==> config.mk <==
export PLATFORM = sky130hd
export DESIGN_NAME = power_up_init_park_seq
export DESIGN_NICKNAME = d
export VERILOG_FILES = /design/src/inc/park_seq_pkg.sv /design/src/core/power_up_init_park_seq.sv
export VERILOG_INCLUDE_DIRS = /design/src /design/src/inc
export SDC_FILE = /design/constraint.sdc
export NUM_CORES = 1
export LEC_CHECK = 0
export CAP_MARGIN = 5
export CORE_MARGIN = 4
export CORE_UTILIZATION = 48
export CTS_CLUSTER_SIZE = 14
export DETAILED_ROUTE_END_ITERATION = 7
export DONT_BUFFER_PORTS = 1
export GPL_TIMING_DRIVEN = 0
export PLACE_DENSITY = 0.65
export RECOVER_POWER = 25
export SETUP_SLACK_MARGIN = 0.5
export SYNTH_ARGS = -nofsm -noshare
export SYNTH_HDL_FRONTEND = slang
export SYNTH_SLANG_ARGS = --single-unit
==> constraint.sdc <==
create_clock -name clk_sys -period 5 [get_ports clk_sys]
set_input_delay 0.5 -clock clk_sys [delete_from_list [all_inputs] [get_ports clk_sys]]
set_output_delay 0.5 -clock clk_sys [all_outputs]
set_load 0.05 [all_outputs]
==> src/inc/park_seq_params.svh <==
`ifndef PARK_SEQ_PARAMS_SVH
`define PARK_SEQ_PARAMS_SVH
// Clock rate of clk_sys in kHz.
`define CLK_KHZ            10000
// Period of clk_sys in ns.
`define CLK_PERIOD_NS      100
// Park warning interval in microseconds.
`define PARK_WARN_US       40
// Longest park run in cycles, rounded down from the warning interval.
`define PARK_WARN_CYC      ((`PARK_WARN_US * `CLK_KHZ) / 1000)
// Glitch filter span on the park request in ns.
`define PARK_FILT_NS       150
// Filter cycles, a least time, rounded up.
`define PARK_FILT_CYC      ((`PARK_FILT_NS + `CLK_PERIOD_NS - 1) / `CLK_PERIOD_NS)
// Reference clock choice: 0 selects 16 MHz, 1 selects 24 MHz.
`define REF_SEL_16         1'h0
`define REF_SEL_24         1'h1
`endif

==> src/inc/park_seq_pkg.sv <==
package park_seq_pkg;
    typedef enum logic [2:0] {
        ST_HOLD,
        ST_PLL_LOCK,
        ST_FLASH_LOAD,
        ST_READY,
        ST_PARKING,
        ST_PARKED
    } seq_state_t;
endpackage : park_seq_pkg

==> src/core/power_up_init_park_seq.sv <==
`timescale 1ns/1ps
`default_nettype none
`include "park_seq_params.svh"

// How it works
// - While held in reset, outputs sit inactive and every two-way pin is an input.
// - While held in reset, the illumination selects and flash clock, data and select float.
// - After release the block waits for PLL lock and only then loads configuration from flash.
// - On release every I/O pin is enabled.
// - Right after release the host interrupt line is driven high to show initialization runs.
// - When initialization completes the host interrupt line is driven low.
// - A low park request in the ready state parks the mirror array within the warning interval.
// - The park request is filtered so slow-edge glitches up to 150 ns are ignored.
// - The PLL accepts a 24 MHz or a 16 MHz reference clock.
module power_up_init_park_seq
#(
    parameter int FILT_CYC = `PARK_FILT_CYC,
    parameter int PARK_CYC = `PARK_WARN_CYC
)
(
    input  wire logic                      clk_sys,
    input  wire logic                      rst,
    input  wire logic                      system_hold_n,
    input  wire logic                      mirror_park_request_n,
    input  wire logic                      ref_clk_select,
    input  wire logic                      pll_locked,
    input  wire logic                      flash_load_done,
    input  wire logic                      mirror_parked,
    output logic                           pll_enable,
    output logic                           pll_ref_24mhz,
    output logic                           flash_load_start,
    output logic                           mirror_park_cmd,
    output logic                           park_timeout,
    output logic                           host_irq_out,
    output logic                           host_irq_oe,
    output logic                           io_enable,
    output logic                           illum_select_oe,
    output logic                           flash_pins_oe,
    output logic                           bidir_oe,
    output park_seq_pkg::seq_state_t       seq_state
);
    import park_seq_pkg::*;

    // ------------------------------------------------------------
    // State record
    // ------------------------------------------------------------
    typedef struct packed {
        seq_state_t  st;
        logic        filt_level;
        logic [7:0]  filt_cnt;
        logic [15:0] park_cnt;
        logic        ref24;
        logic        load_start;
        logic        park_cmd;
        logic        timeout;
        logic        irq_out;
        logic        irq_oe;
        logic        io_en;
        logic        illum_oe;
        logic        flash_oe;
        logic        bidir;
        logic        pll_en;
    } state_t;

    state_t cur;
    state_t next_cur;

    // Reset image: everything inactive, all pins floating or inputs.
    function automatic state_t reset_image();
        state_t r;
        r            = '0;
        r.st         = ST_HOLD;
        r.filt_level = 1'h1;
        return r;
    endfunction : reset_image

    // ------------------------------------------------------------
    // Next-state logic
    // ------------------------------------------------------------
    // Filter, sequencing and park control.
    always_comb
    begin
        next_cur            = cur;
        next_cur.load_start = 1'h0;
        // A new level must be seen on FILT_CYC+1 edges in a row before it is taken.
        // park request filter
        if (mirror_park_request_n == cur.filt_level)
        begin
            next_cur.filt_cnt = 8'h00;
        end
        else if (cur.filt_cnt >= 8'(FILT_CYC))
        begin
            next_cur.filt_level = mirror_park_request_n;
            next_cur.filt_cnt   = 8'h00;
        end
        else
        begin
            next_cur.filt_cnt = cur.filt_cnt + 8'h01;
        end
        // Sequencer: release, lock, load, ready and then park.
        unique case (cur.st)
            ST_HOLD:
            begin
                if (!system_hold_n)
                begin
                    next_cur = reset_image();
                end
                else
                begin
                    next_cur.io_en    = 1'h1;
                    next_cur.illum_oe = 1'h1;
                    next_cur.flash_oe = 1'h1;
                    next_cur.bidir    = 1'h1;
                    next_cur.irq_out  = 1'h1;
                    next_cur.irq_oe   = 1'h1;
                    next_cur.ref24    = ref_clk_select;
                    next_cur.pll_en   = 1'h1;
                    next_cur.st       = ST_PLL_LOCK;
                end
            end
            ST_PLL_LOCK:
            begin
                if (pll_locked)
                begin
                    next_cur.load_start = 1'h1;
                    next_cur.st         = ST_FLASH_LOAD;
                end
            end
            ST_FLASH_LOAD:
            begin
                if (flash_load_done)
                begin
                    next_cur.irq_out = 1'h0;
                    next_cur.st      = ST_READY;
                end
            end
            ST_READY:
            begin
                if (!cur.filt_level)
                begin
                    next_cur.park_cmd = 1'h1;
                    next_cur.park_cnt = 16'h0000;
                    next_cur.st       = ST_PARKING;
                end
            end
            ST_PARKING:
            begin
                if (mirror_parked)
                begin
                    next_cur.st = ST_PARKED;
                end
                else if (cur.park_cnt >= 16'(PARK_CYC - 1))
                begin
                    // The flag stays set so the host can tell that the array never confirmed.
                    next_cur.timeout = 1'h1;
                    next_cur.st      = ST_PARKED;
                end
                else
                begin
                    next_cur.park_cnt = cur.park_cnt + 16'h0001;
                end
            end
            ST_PARKED:
            begin
                // Park is terminal; only a new hold leaves this state.
                next_cur.park_cmd = 1'h1;
            end
        endcase
        if (!system_hold_n)
        begin
            next_cur = reset_image();
        end
    end

    // ------------------------------------------------------------
    // State register
    // ------------------------------------------------------------
    // The asynchronous reset loads the hold image at once.
    // inactive outputs in reset
    always_ff @(posedge clk_sys or posedge rst)
    begin
        if (rst)
        begin
            cur <= reset_image();
        end
        else
        begin
            cur <= next_cur;
        end
    end

    // Outputs straight from the state record.
    // float selects and flash pins
    assign illum_select_oe  = cur.illum_oe;
    assign flash_pins_oe    = cur.flash_oe;
    assign bidir_oe         = cur.bidir;
    assign io_enable        = cur.io_en;
    assign host_irq_out     = cur.irq_out;
    assign host_irq_oe      = cur.irq_oe;
    assign pll_enable       = cur.pll_en;
    assign pll_ref_24mhz    = cur.ref24;
    assign flash_load_start = cur.load_start;
    assign mirror_park_cmd  = cur.park_cmd;
    assign park_timeout     = cur.timeout;
    assign seq_state        = cur.st;
endmodule : power_up_init_park_seq
`default_nettype wire

==> results.yml, run 1 <==
worst_setup_path:
  worst-path-max-fanout: 10
  arrival_ns: 2.48
  cp_slowest_cell: "o311ai_4"
  cp_cell_sequence: "ha_1 > and3_1 > o211a_1 > o311ai_4 > nand2_4 > mux2_4"
  rr_startpoint: "cur[11]$_DFFE_PP0P_"
  worst-setup-path-type: "reg -> reg"
  regToRegEndpoint: "cur[11]$_DFFE_PP0P_"
  r2r_slack_ns: 2.75
  required_ns: 5.23
  crit_cells: 6
  cp_top_family: "compound AO/OA/AOI/OAI gates"
  worst-path-buf-inv: 0
  crit_path_end_kind: "flop"
  r2r_cells: 6
  startpoint_type: "flop"
  slowest_delay_ns: 0.56
timing:
  hold_ws_ns: 0.269
  worst_slack_ns: 2.75
  fin_crit_sh_pct: 45.0
  min_period_ns: 2.25
  max_freq_ghz: 0.445
  rsz0062_at_grt: "no"
  finalSetupTns_ns: 0
  drv_slew: 0
  tightest_slew_ns: 1.34
  hold_viol: 0
  setup_viol: 0
  fin_skew_ns: 0.00777
  relSlewSlack_pct: 10.7
global_routing:
  grt_max_degree: 35
  grt_first_pass_wirelength_mm: 5.07
  grt.total_usage_pct: 15.6
  antenna_found_initial: 0
  grt_pass1_vias: 1108
  overflow: 0
clock_tree:
  clk_latency_ns: 0.34
  post-cts-setup-buffers: 0
  cts_resized: 0
  clockRootBuffer: "clkbuf_4"
  htree_num_levels: 2
  clock_sinks: 34
  cts_max_path_buffers: 2
  holdBufCountCts: 0
  clk_pin_slew_worst_paths_ns: 0.09
  numCtsBuffers: 5
  cts_tree: "built"
floorplan:
  rows: 21
  io_pins: 22
  initial_core_util_pct: 49.4
  die_w_um: 66.6
  die_y_um: 66.6
  die_area_mm2: 0.00444
  coreArea_mm2: 0.00334
logic_synthesis:
  syn_area_per_cell_um2: 10.4
  synth_flop_cell: "dfrtp_1"
  synth-edff-count: 0
  synth-seq-area-share_pct: 51.7
  ys_seq_elements: 34
  synth_warnings: 0
  synthDistinctLibCells: 42
  yosysTopAreaCellShare_pct: 50.1
  yosys.area.top_type: "dfrtp_1"
  netlist_instances: 159
  async_flop_share_pct: 100
  syn_area_mm2: 0.00165
  synth_area_leaders: "dfrtp_1 (50%), nor2_1 (3.9%), buf_4 (3.6%)"
final_layout:
  final_cell_mix: "dfrtp_1 (33), nor2_1 (17), nand2_1 (16)"
  insertedDiodeCount: 0
  fin_area_mm2: 0.00180
  final_common_cell: "dfrtp_1"
  fin_nets: 183
  fin_util_pct: 53.8
  drive_gt1_share_pct: 16.2
  fillers: 323
  syn_to_final_growth_pct: 8.88
  fin_cells: 219
routing:
  drt-initial-drc-count: 87
  firstDrtPassIters: 4
  vias_per_cell: 5.26
  drc: 0
  routedWlPerCell_um: 13.4
  ant_nets: 0
  wl_mm: 2.94
  vias: 1151
job:
  max-cap-violations: 0
worst_hold_path:
  min-delay-start: "mirror_park_request_n"
  hold_path_class: "in -> reg"
  min_to: "cur[35]$_DFFE_PP1P_"
  holdPathStages: 2
placed_design:
  post-dp-hpwl_mm: 2.17
  place_area_mm2: 0.00172
  pre_cts_slack_ns: 2.80
  port_buffers: 0
  dp.cells: 209
  gp_congestion: 0.830
power_and_ir_drop:
  power_leakage_nw: 0.903
  powerDensity_mw_per_mm2: 304
  max-vdd-ir-drop_mv: 0.198
  total_power_uw: 546
outcome:
  status: "completed"
==> flip-flops by register name, summed over array words and instances, names as in the netlist <==
name / flops
cur: 25
seq_state: 3
flash_load_start: 1
host_irq_oe: 1
host_irq_out: 1
mirror_park_cmd: 1
park_timeout: 1
pll_ref_24mhz: 1
==> kinds of logic (layout without fill, tap and decap cells) <==
logic type,Yosys count,count (layout),share of synthesized area (%)
AO/OA/AOI/OAI,23,23,11.2
XOR/XNOR,2,2,1.06
adder cells (fa/ha/maj),3,3,2.28
buffers and inverters,18,28,6.15
flip-flops,34,34,51.7
multiplexers,8,8,5.54
other,1,5,0.227
AND/OR/NAND/NOR,70,70,21.9
==> metal layers <==
layer	wire length, µm	global-route usage (%)	up-vias
met3	191	6.58	4
met4	48	6.85	0
met2	1390	24.0	22
li1	-	-	567
met1	1300	18.9	558
met5	0	0	-
==> cell type report <==
class,count,area (µm²),share of cell area (%)
repair buffers,2,13.8,0.767
clock inverters,1,5.00,0.279
flip-flops and latches,34,852,47.5
well taps,46,57.6,3.21
inverters,5,18.8,1.05
clock buffers,7,55.1,3.07
multi-input cells,111,711,39.6
plain buffers,13,82.6,4.60
==> how the worst max path moves through the flow <==
stage                             start                        to  slack (ns)
finish              cur[11]$_DFFE_PP0P_       cur[11]$_DFFE_PP0P_        2.75
global route                        rst  seq_state[1]$_DFFE_PP0P_        2.63
CTS                 cur[11]$_DFFE_PP0P_       cur[11]$_DFFE_PP0P_        2.78
detailed placement  cur[11]$_DFFE_PP0P_       cur[11]$_DFFE_PP0P_        2.80
global placement    cur[11]$_DFFE_PP0P_       cur[12]$_DFFE_PP0P_        2.80
floorplan           cur[11]$_DFFE_PP0P_       cur[11]$_DFFE_PP0P_        2.98
==> where the power goes <==
part           leakage [nW]  internal, mW  switching (mW)
clock network        0.0353        0.0680          0.0871
logic                 0.414        0.0263          0.0621
registers             0.454         0.283          0.0194
total                 0.903         0.378           0.169
==> synthesized netlist by cell type, types with 3 or more instances <==
| cell type | instances |
|---|---|
| nand2_1 | 16 |
| dfrtp_1 | 33 |
| ha_1 | 3 |
| nor3_1 | 4 |
| nor4_1 | 3 |
| buf_2 | 3 |
| nor2b_1 | 3 |
| nand3_1 | 4 |
| nand2b_1 | 3 |
| a21oi_1 | 6 |
| and3_1 | 4 |
| mux2i_1 | 5 |
| inv_1 | 5 |
| a31oi_1 | 3 |
| buf_4 | 8 |
| nor2_1 | 17 |
| and2_1 | 7 |
| a41o_2 | 3 |
==> worst register-to-register path: stages, from the launching register on <==
cell and delay, ns:
dfrtp_1 0.42, ha_1 0.25, and3_1 0.19, o211a_1 0.28, o311ai_4 0.56, nand2_4 0.13, mux2_4 0.32
Note: power is estimated with default switching activity, not from simulation.
==> run 2: changes to the inputs <==
--- a/config.mk
+++ b/config.mk
@@ -13,7 +13,7 @@
 export DETAILED_ROUTE_END_ITERATION = 7
 export DONT_BUFFER_PORTS = 1
 export GPL_TIMING_DRIVEN = 0
-export PLACE_DENSITY = 0.65
+export PLACE_DENSITY = 0.67
 export RECOVER_POWER = 25
 export SETUP_SLACK_MARGIN = 0.5
 export SYNTH_ARGS = -nofsm -noshare
==> constraint.sdc (replaced) <==
create_clock -name clk_sys -period 1.8 [get_ports clk_sys]
set_input_delay 0.18 -clock clk_sys [delete_from_list [all_inputs] [get_ports clk_sys]]
set_output_delay 0.18 -clock clk_sys [all_outputs]
set_load 0.05 [all_outputs]
==> results.yml, run 2 (synthesis results as in run 1) <==
outcome:
  status: "finished with violations"
  violations: "negative setup slack"
worst_setup_path:
  worst-path-max-fanout: 6
  slowest_delay_ns: 0.41
  cp_cell_sequence: "buf_6 > or3b_4 > buf_6 > o311ai_4 > buf_6 > nand2_4 > mux2_4"
  r2r_cells: 7
  crit_path_end_kind: "flop"
  required_ns: 2.02
  arrival_ns: 2.23
  cp_slowest_cell: "dfrtp_1"
  regToRegEndpoint: "cur[11]$_DFFE_PP0P_"
  worst-setup-path-type: "reg -> reg"
  crit_top_cell: "buf_6"
  rr_startpoint: "seq_state[1]$_DFFE_PP0P_"
  r2r_slack_ns: -0.21
  startpoint_type: "flop"
global_routing:
  grt_max_degree: 35
  antenna_found_initial: 0
  grt_pass1_vias: 1312
  grt_first_pass_wirelength_mm: 6.32
  grt.total_usage_pct: 19.4
  overflow: 0
final_layout:
  fin_nets: 217
  syn_to_final_growth_pct: 44.5
  final_common_cell: "dfrtp_1"
  fin_util_pct: 71.4
  top_register: "cur"
  largest_reg_flops: 25
  insertedDiodeCount: 0
  drive_gt1_share_pct: 46.9
  final_cell_mix: "dfrtp_1 (31), buf_4 (28), nor2_1 (15)"
timing:
  setup_viol: 9
  min_period_ns: 2.01
  drv_slew: 0
  hold_ws_ns: 0.00111
  worst_slack_ns: -0.212
  tightest_slew_ns: 0.682
  rsz0062_at_grt: "yes"
  relSlewSlack_pct: 54.2
  fin_crit_sh_pct: 112
  hold_viol: 0
  fin_skew_ns: 0.0203
  max_freq_ghz: 0.497
clock_tree:
  cts_max_path_buffers: 2
  clk_latency_ns: 0.34
  numCtsBuffers: 5
  cts_tree: "built"
  clockRootBuffer: "clkbuf_4"
  htree_num_levels: 2
  clock_sinks: 34
  clk_pin_slew_worst_paths_ns: 0.11
routing:
  firstDrtPassIters: 4
  routedWlPerCell_um: 16.3
  met1Wirelength_mm: 1.57
  wl_met3_um: 198
  route.met2.wl_mm: 2.22
  top_layer: "met4"
  ant_nets: 0
  vias_per_cell: 5.40
  drc: 0
  drt-initial-drc-count: 127
  vias: 1367
  wl_mm: 4.11
floorplan:
  rows: 21
  io_pins: 22
  die_area_mm2: 0.00444
  initial_core_util_pct: 49.4
  die_y_um: 66.6
  coreArea_mm2: 0.00334
  die_w_um: 66.6
worst_hold_path:
  min-delay-start: "ref_clk_select"
  min_to: "pll_ref_24mhz$_DFFE_PP0P_"
  holdPathStages: 2
  hold_path_class: "in -> reg"
placed_design:
  post-dp-hpwl_mm: 2.18
  port_buffers: 0
  gp_congestion: 0.827
job:
  max-cap-violations: 0
power_and_ir_drop:
  power_leakage_nw: 1.18
  powerDensity_mw_per_mm2: 775
  max-vdd-ir-drop_mv: 0.509
-- run 2: cell types whose count changed in the layout (fill, tap and decap cells not counted), moves of 7 or more --
cell,delta
and2_1,-7
and2_4,+7
buf_4,+20
buf_6,+10
buf_8,+7
-- run 2: area by class of cell --
class / instances / area (µm²)
Timing Repair Buffer: 36 / 329
Clock inverter: 1 / 30.0
Buffer: 13 / 150
Sequential cell: 34 / 857
Tap cell: 46 / 57.6
Clock buffer: 7 / 55.1
Inverter: 5 / 18.8
Multi-Input combinational cell: 111 / 885
Fill cell: 235 / 955
-- run 2: per-stage QoR --
step / setup slack (ns) / instance area [µm²] / TNS, ns / power [mW] / std cells
2_1_floorplan: -0.189 / 1690 / -1.06 / 1.08 / 163
3_3_place_gp: -0.302 / 1750 / -2.06 / 1.11 / 209
3_5_place_dp: -0.323 / 1750 / -2.24 / 1.11 / 209
4_1_cts: -0.146 / 2180 / -0.665 / 1.79 / 239
5_1_grt: -0.260 / 2380 / -1.81 / 1.92 / 253
6_report: -0.212 / 2380 / -1.39 / 1.85 / 253
-- run 2: critical path: cells and delay by family, from the launching register on --
| family | cells | cell delay (ns) |
|---|---|---|
| compound gates | 1 | 0.28 |
| buf+inv | 3 | 0.45 |
| flops | 1 | 0.41 |
| mux | 1 | 0.31 |
| simple gates | 2 | 0.43 |
-- run 2: layer usage --
layer / vias to the layer above / global-route usage (%)
met2: 39 / 34.8
met3: 15 / 5.23
met4: 0 / 7.36
li1: 634 / -
met1: 679 / 21.6
met5: - / 0
-- run 2: how the worst max path moves through the flow --
stage,start,to,slack (ns)
floorplan,seq_state[1]$_DFFE_PP0P_,cur[11]$_DFFE_PP0P_,-0.19
global placement,cur[11]$_DFFE_PP0P_,cur[12]$_DFFE_PP0P_,-0.30
detailed placement,seq_state[1]$_DFFE_PP0P_,cur[12]$_DFFE_PP0P_,-0.32
CTS,cur[15]$_DFFE_PP0P_,cur[12]$_DFFE_PP0P_,-0.15
global route,seq_state[1]$_DFFE_PP0P_,cur[16]$_DFFE_PP0P_,-0.26
finish,seq_state[1]$_DFFE_PP0P_,cur[11]$_DFFE_PP0P_,-0.21
-- run 2: repair_timing --
action	CTS	global route
pin swaps	11	17
resized for setup	45	19
endpoints found under the hold margin	1	16
buffers inserted	20	12
gates cloned	1	0
endpoints found under the setup margin	30	30
hold buffers	1	1
-- run 2: report_power, final --
group / total, mW / internal, mW / leakage [nW] / switching (mW)
registers: 0.854 / 0.790 / 0.451 / 0.0642
clock network: 0.591 / 0.332 / 0.0455 / 0.260
logic: 0.401 / 0.180 / 0.679 / 0.221
==> run 3: changes to the inputs <==
--- a/config.mk
+++ b/config.mk
@@ -7,6 +7,7 @@
 export NUM_CORES = 1
 export LEC_CHECK = 0
 export CAP_MARGIN = 5
+export CORE_ASPECT_RATIO = 2
 export CORE_MARGIN = 4
 export CORE_UTILIZATION = 48
 export CTS_CLUSTER_SIZE = 14
==> results.yml, run 3 (synthesis results as in run 1) <==
power_and_ir_drop:
  clkPwrFrac_pct: 30.2
  power_leakage_nw: 1.18
  p_int_mw: 1.31
  powerDensity_mw_per_mm2: 773
  p_switching_uw: 547
  max-vdd-ir-drop_mv: 0.679
  power_frac_comb_pct: 24.0
  power_frac_seq_pct: 45.8
  p_sw_share_pct: 29.5
final_layout:
  largest_reg_flops: 25
  fin_cells: 236
  top_register: "cur"
  drive_gt1_share_pct: 48.3
  fin_util_pct: 74.3
  fin_nets: 215
  insertedDiodeCount: 0
  syn_to_final_growth_pct: 45.5
  final_common_cell: "dfrtp_1"
  fin_area_mm2: 0.00240
  final_cell_mix: "dfrtp_1 (30), buf_4 (24), nor2_1 (15)"
worst_setup_path:
  rr_startpoint: "seq_state[0]$_DFFE_PP0P_"
  startpoint_type: "flop"
  r2r_cells: 7
  required_ns: 1.96
  worst-path-max-fanout: 8
  arrival_ns: 2.18
  worst-setup-path-type: "reg -> reg"
  regToRegEndpoint: "cur[11]$_DFFE_PP0P_"
  crit_path_end_kind: "flop"
  r2r_slack_ns: -0.22
timing:
  max_freq_ghz: 0.495
  rsz0062_at_grt: "yes"
  relSlewSlack_pct: 55.2
  setup_viol: 9
  min_period_ns: 2.02
  tightest_slew_ns: 0.673
  drv_slew: 0
  worst_slack_ns: -0.220
  fin_skew_ns: 0.00592
  fin_crit_sh_pct: 112
  finalSetupTns_ns: -1.54
  hold_viol: 0
floorplan:
  die_w_um: 49.4
  coreArea_mm2: 0.00323
  io_pins: 22
  rows: 29
  die_y_um: 90.9
  initial_core_util_pct: 51.1
  die_area_mm2: 0.00449
placed_design:
  dp.cells: 194
  place_area_mm2: 0.00173
  post-dp-hpwl_mm: 2.34
  pre_cts_slack_ns: -0.323
  gp_congestion: 0.780
  port_buffers: 0
outcome:
  status: "finished with violations"
  violations: "negative setup slack"
routing:
  vias: 1368
  drt-initial-drc-count: 21
  firstDrtPassIters: 5
  vias_per_cell: 5.80
  routedWlPerCell_um: 18.2
  ant_nets: 0
  drc: 0
  wl_mm: 4.29
clock_tree:
  cts_tree: "built"
  clk_latency_ns: 0.28
  numCtsBuffers: 5
  clock_sinks: 34
  clockRootBuffer: "clkbuf_8"
  htree_num_levels: 2
  clk_pin_slew_worst_paths_ns: 0.06
  cts_max_path_buffers: 2
worst_hold_path:
  min-delay-start: "mirror_park_request_n"
  hold_path_class: "in -> reg"
  min_to: "cur[35]$_DFFE_PP1P_"
  holdPathStages: 2
global_routing:
  grt.total_usage_pct: 18.4
  antenna_found_initial: 0
  grt_max_degree: 35
  grt_first_pass_wirelength_mm: 6.33
  overflow: 0
  grt_pass1_vias: 1398
job:
  max-cap-violations: 0
## run 3: cell types whose count changed in the layout (fill, tap and decap cells not counted), sizes merged
cell,delta
bufinv,-1
clkbuf,+2
dlygate4sd3,-1
buf,-2
## run 3: final cells by class
type / instances / area [µm²]
Multi-Input combinational cell: 111 / 927
Sequential cell: 34 / 858
Fill cell: 197 / 830
Timing Repair Buffer: 34 / 354
Buffer: 13 / 113
Clock buffer: 8 / 90.1
Tap cell: 31 / 38.8
Inverter: 5 / 18.8
## run 3: repair_timing
action                     in CTS  in global routing
setup endpoints to repair      30                 32
hold buffers                    0                  1
buffers inserted               20                 11
hold endpoints to repair        0                 33
cloned                          1                  0
pin swaps                       8                 15
resized for setup              31                 35
## run 3: power groups by stage
| stage | Clock, mW | Combinational (mW) | Sequential [mW] |
|---|---|---|---|
| floorplan | 0 | 0.229 | 0.854 |
| global placement | 0 | 0.256 | 0.857 |
| detailed placement | 0 | 0.258 | 0.858 |
| CTS | 0.577 | 0.347 | 0.847 |
| global route | 0.622 | 0.472 | 0.853 |
| finish | 0.561 | 0.445 | 0.850 |
## run 3: critical path, stage by stage, from the launching register on
cell and delay (ns):
dfrtp_1 0.40, buf_6 0.13, or3b_4 0.40, buf_6 0.14, o311ai_4 0.29, buf_12 0.18
nand2_8 0.06, mux2_4 0.30
## run 3: how the worst max path moves through the flow
stage / start / cells after the start / end
global placement: seq_state[1]$_DFFE_PP0P_ / 6 / cur[12]$_DFFE_PP0P_
CTS: cur[15]$_DFFE_PP0P_ / 6 / cur[11]$_DFFE_PP0P_
detailed placement: seq_state[1]$_DFFE_PP0P_ / 6 / cur[12]$_DFFE_PP0P_
finish: seq_state[0]$_DFFE_PP0P_ / 7 / cur[11]$_DFFE_PP0P_
floorplan: seq_state[1]$_DFFE_PP0P_ / 6 / cur[11]$_DFFE_PP0P_
global route: seq_state[0]$_DFFE_PP0P_ / 8 / cur[17]$_DFFE_PP0P_
## run 3: per-layer routing
| layer | part of all wire, % | routed length [µm] | GRT usage (%) | vias up |
|---|---|---|---|---|
| met3 | 4.3 | 185 | 5.12 | 17 |
| li1 | - | - | - | 627 |
| met5 | 0 | 0 | 0 | - |
| met1 | 34 | 1440 | 17.0 | 674 |
| met4 | 5.9 | 251 | 10.4 | 0 |
| met2 | 56 | 2410 | 34.4 | 50 |
## run 3: through the flow
stage	power [mW]	hold slack, ns
6_report	1.86	0.0159
3_5_place_dp	1.12	0.324
4_1_cts	1.77	0.0206
3_3_place_gp	1.11	0.300
5_1_grt	1.95	0.00814
2_1_floorplan	1.08	0.292
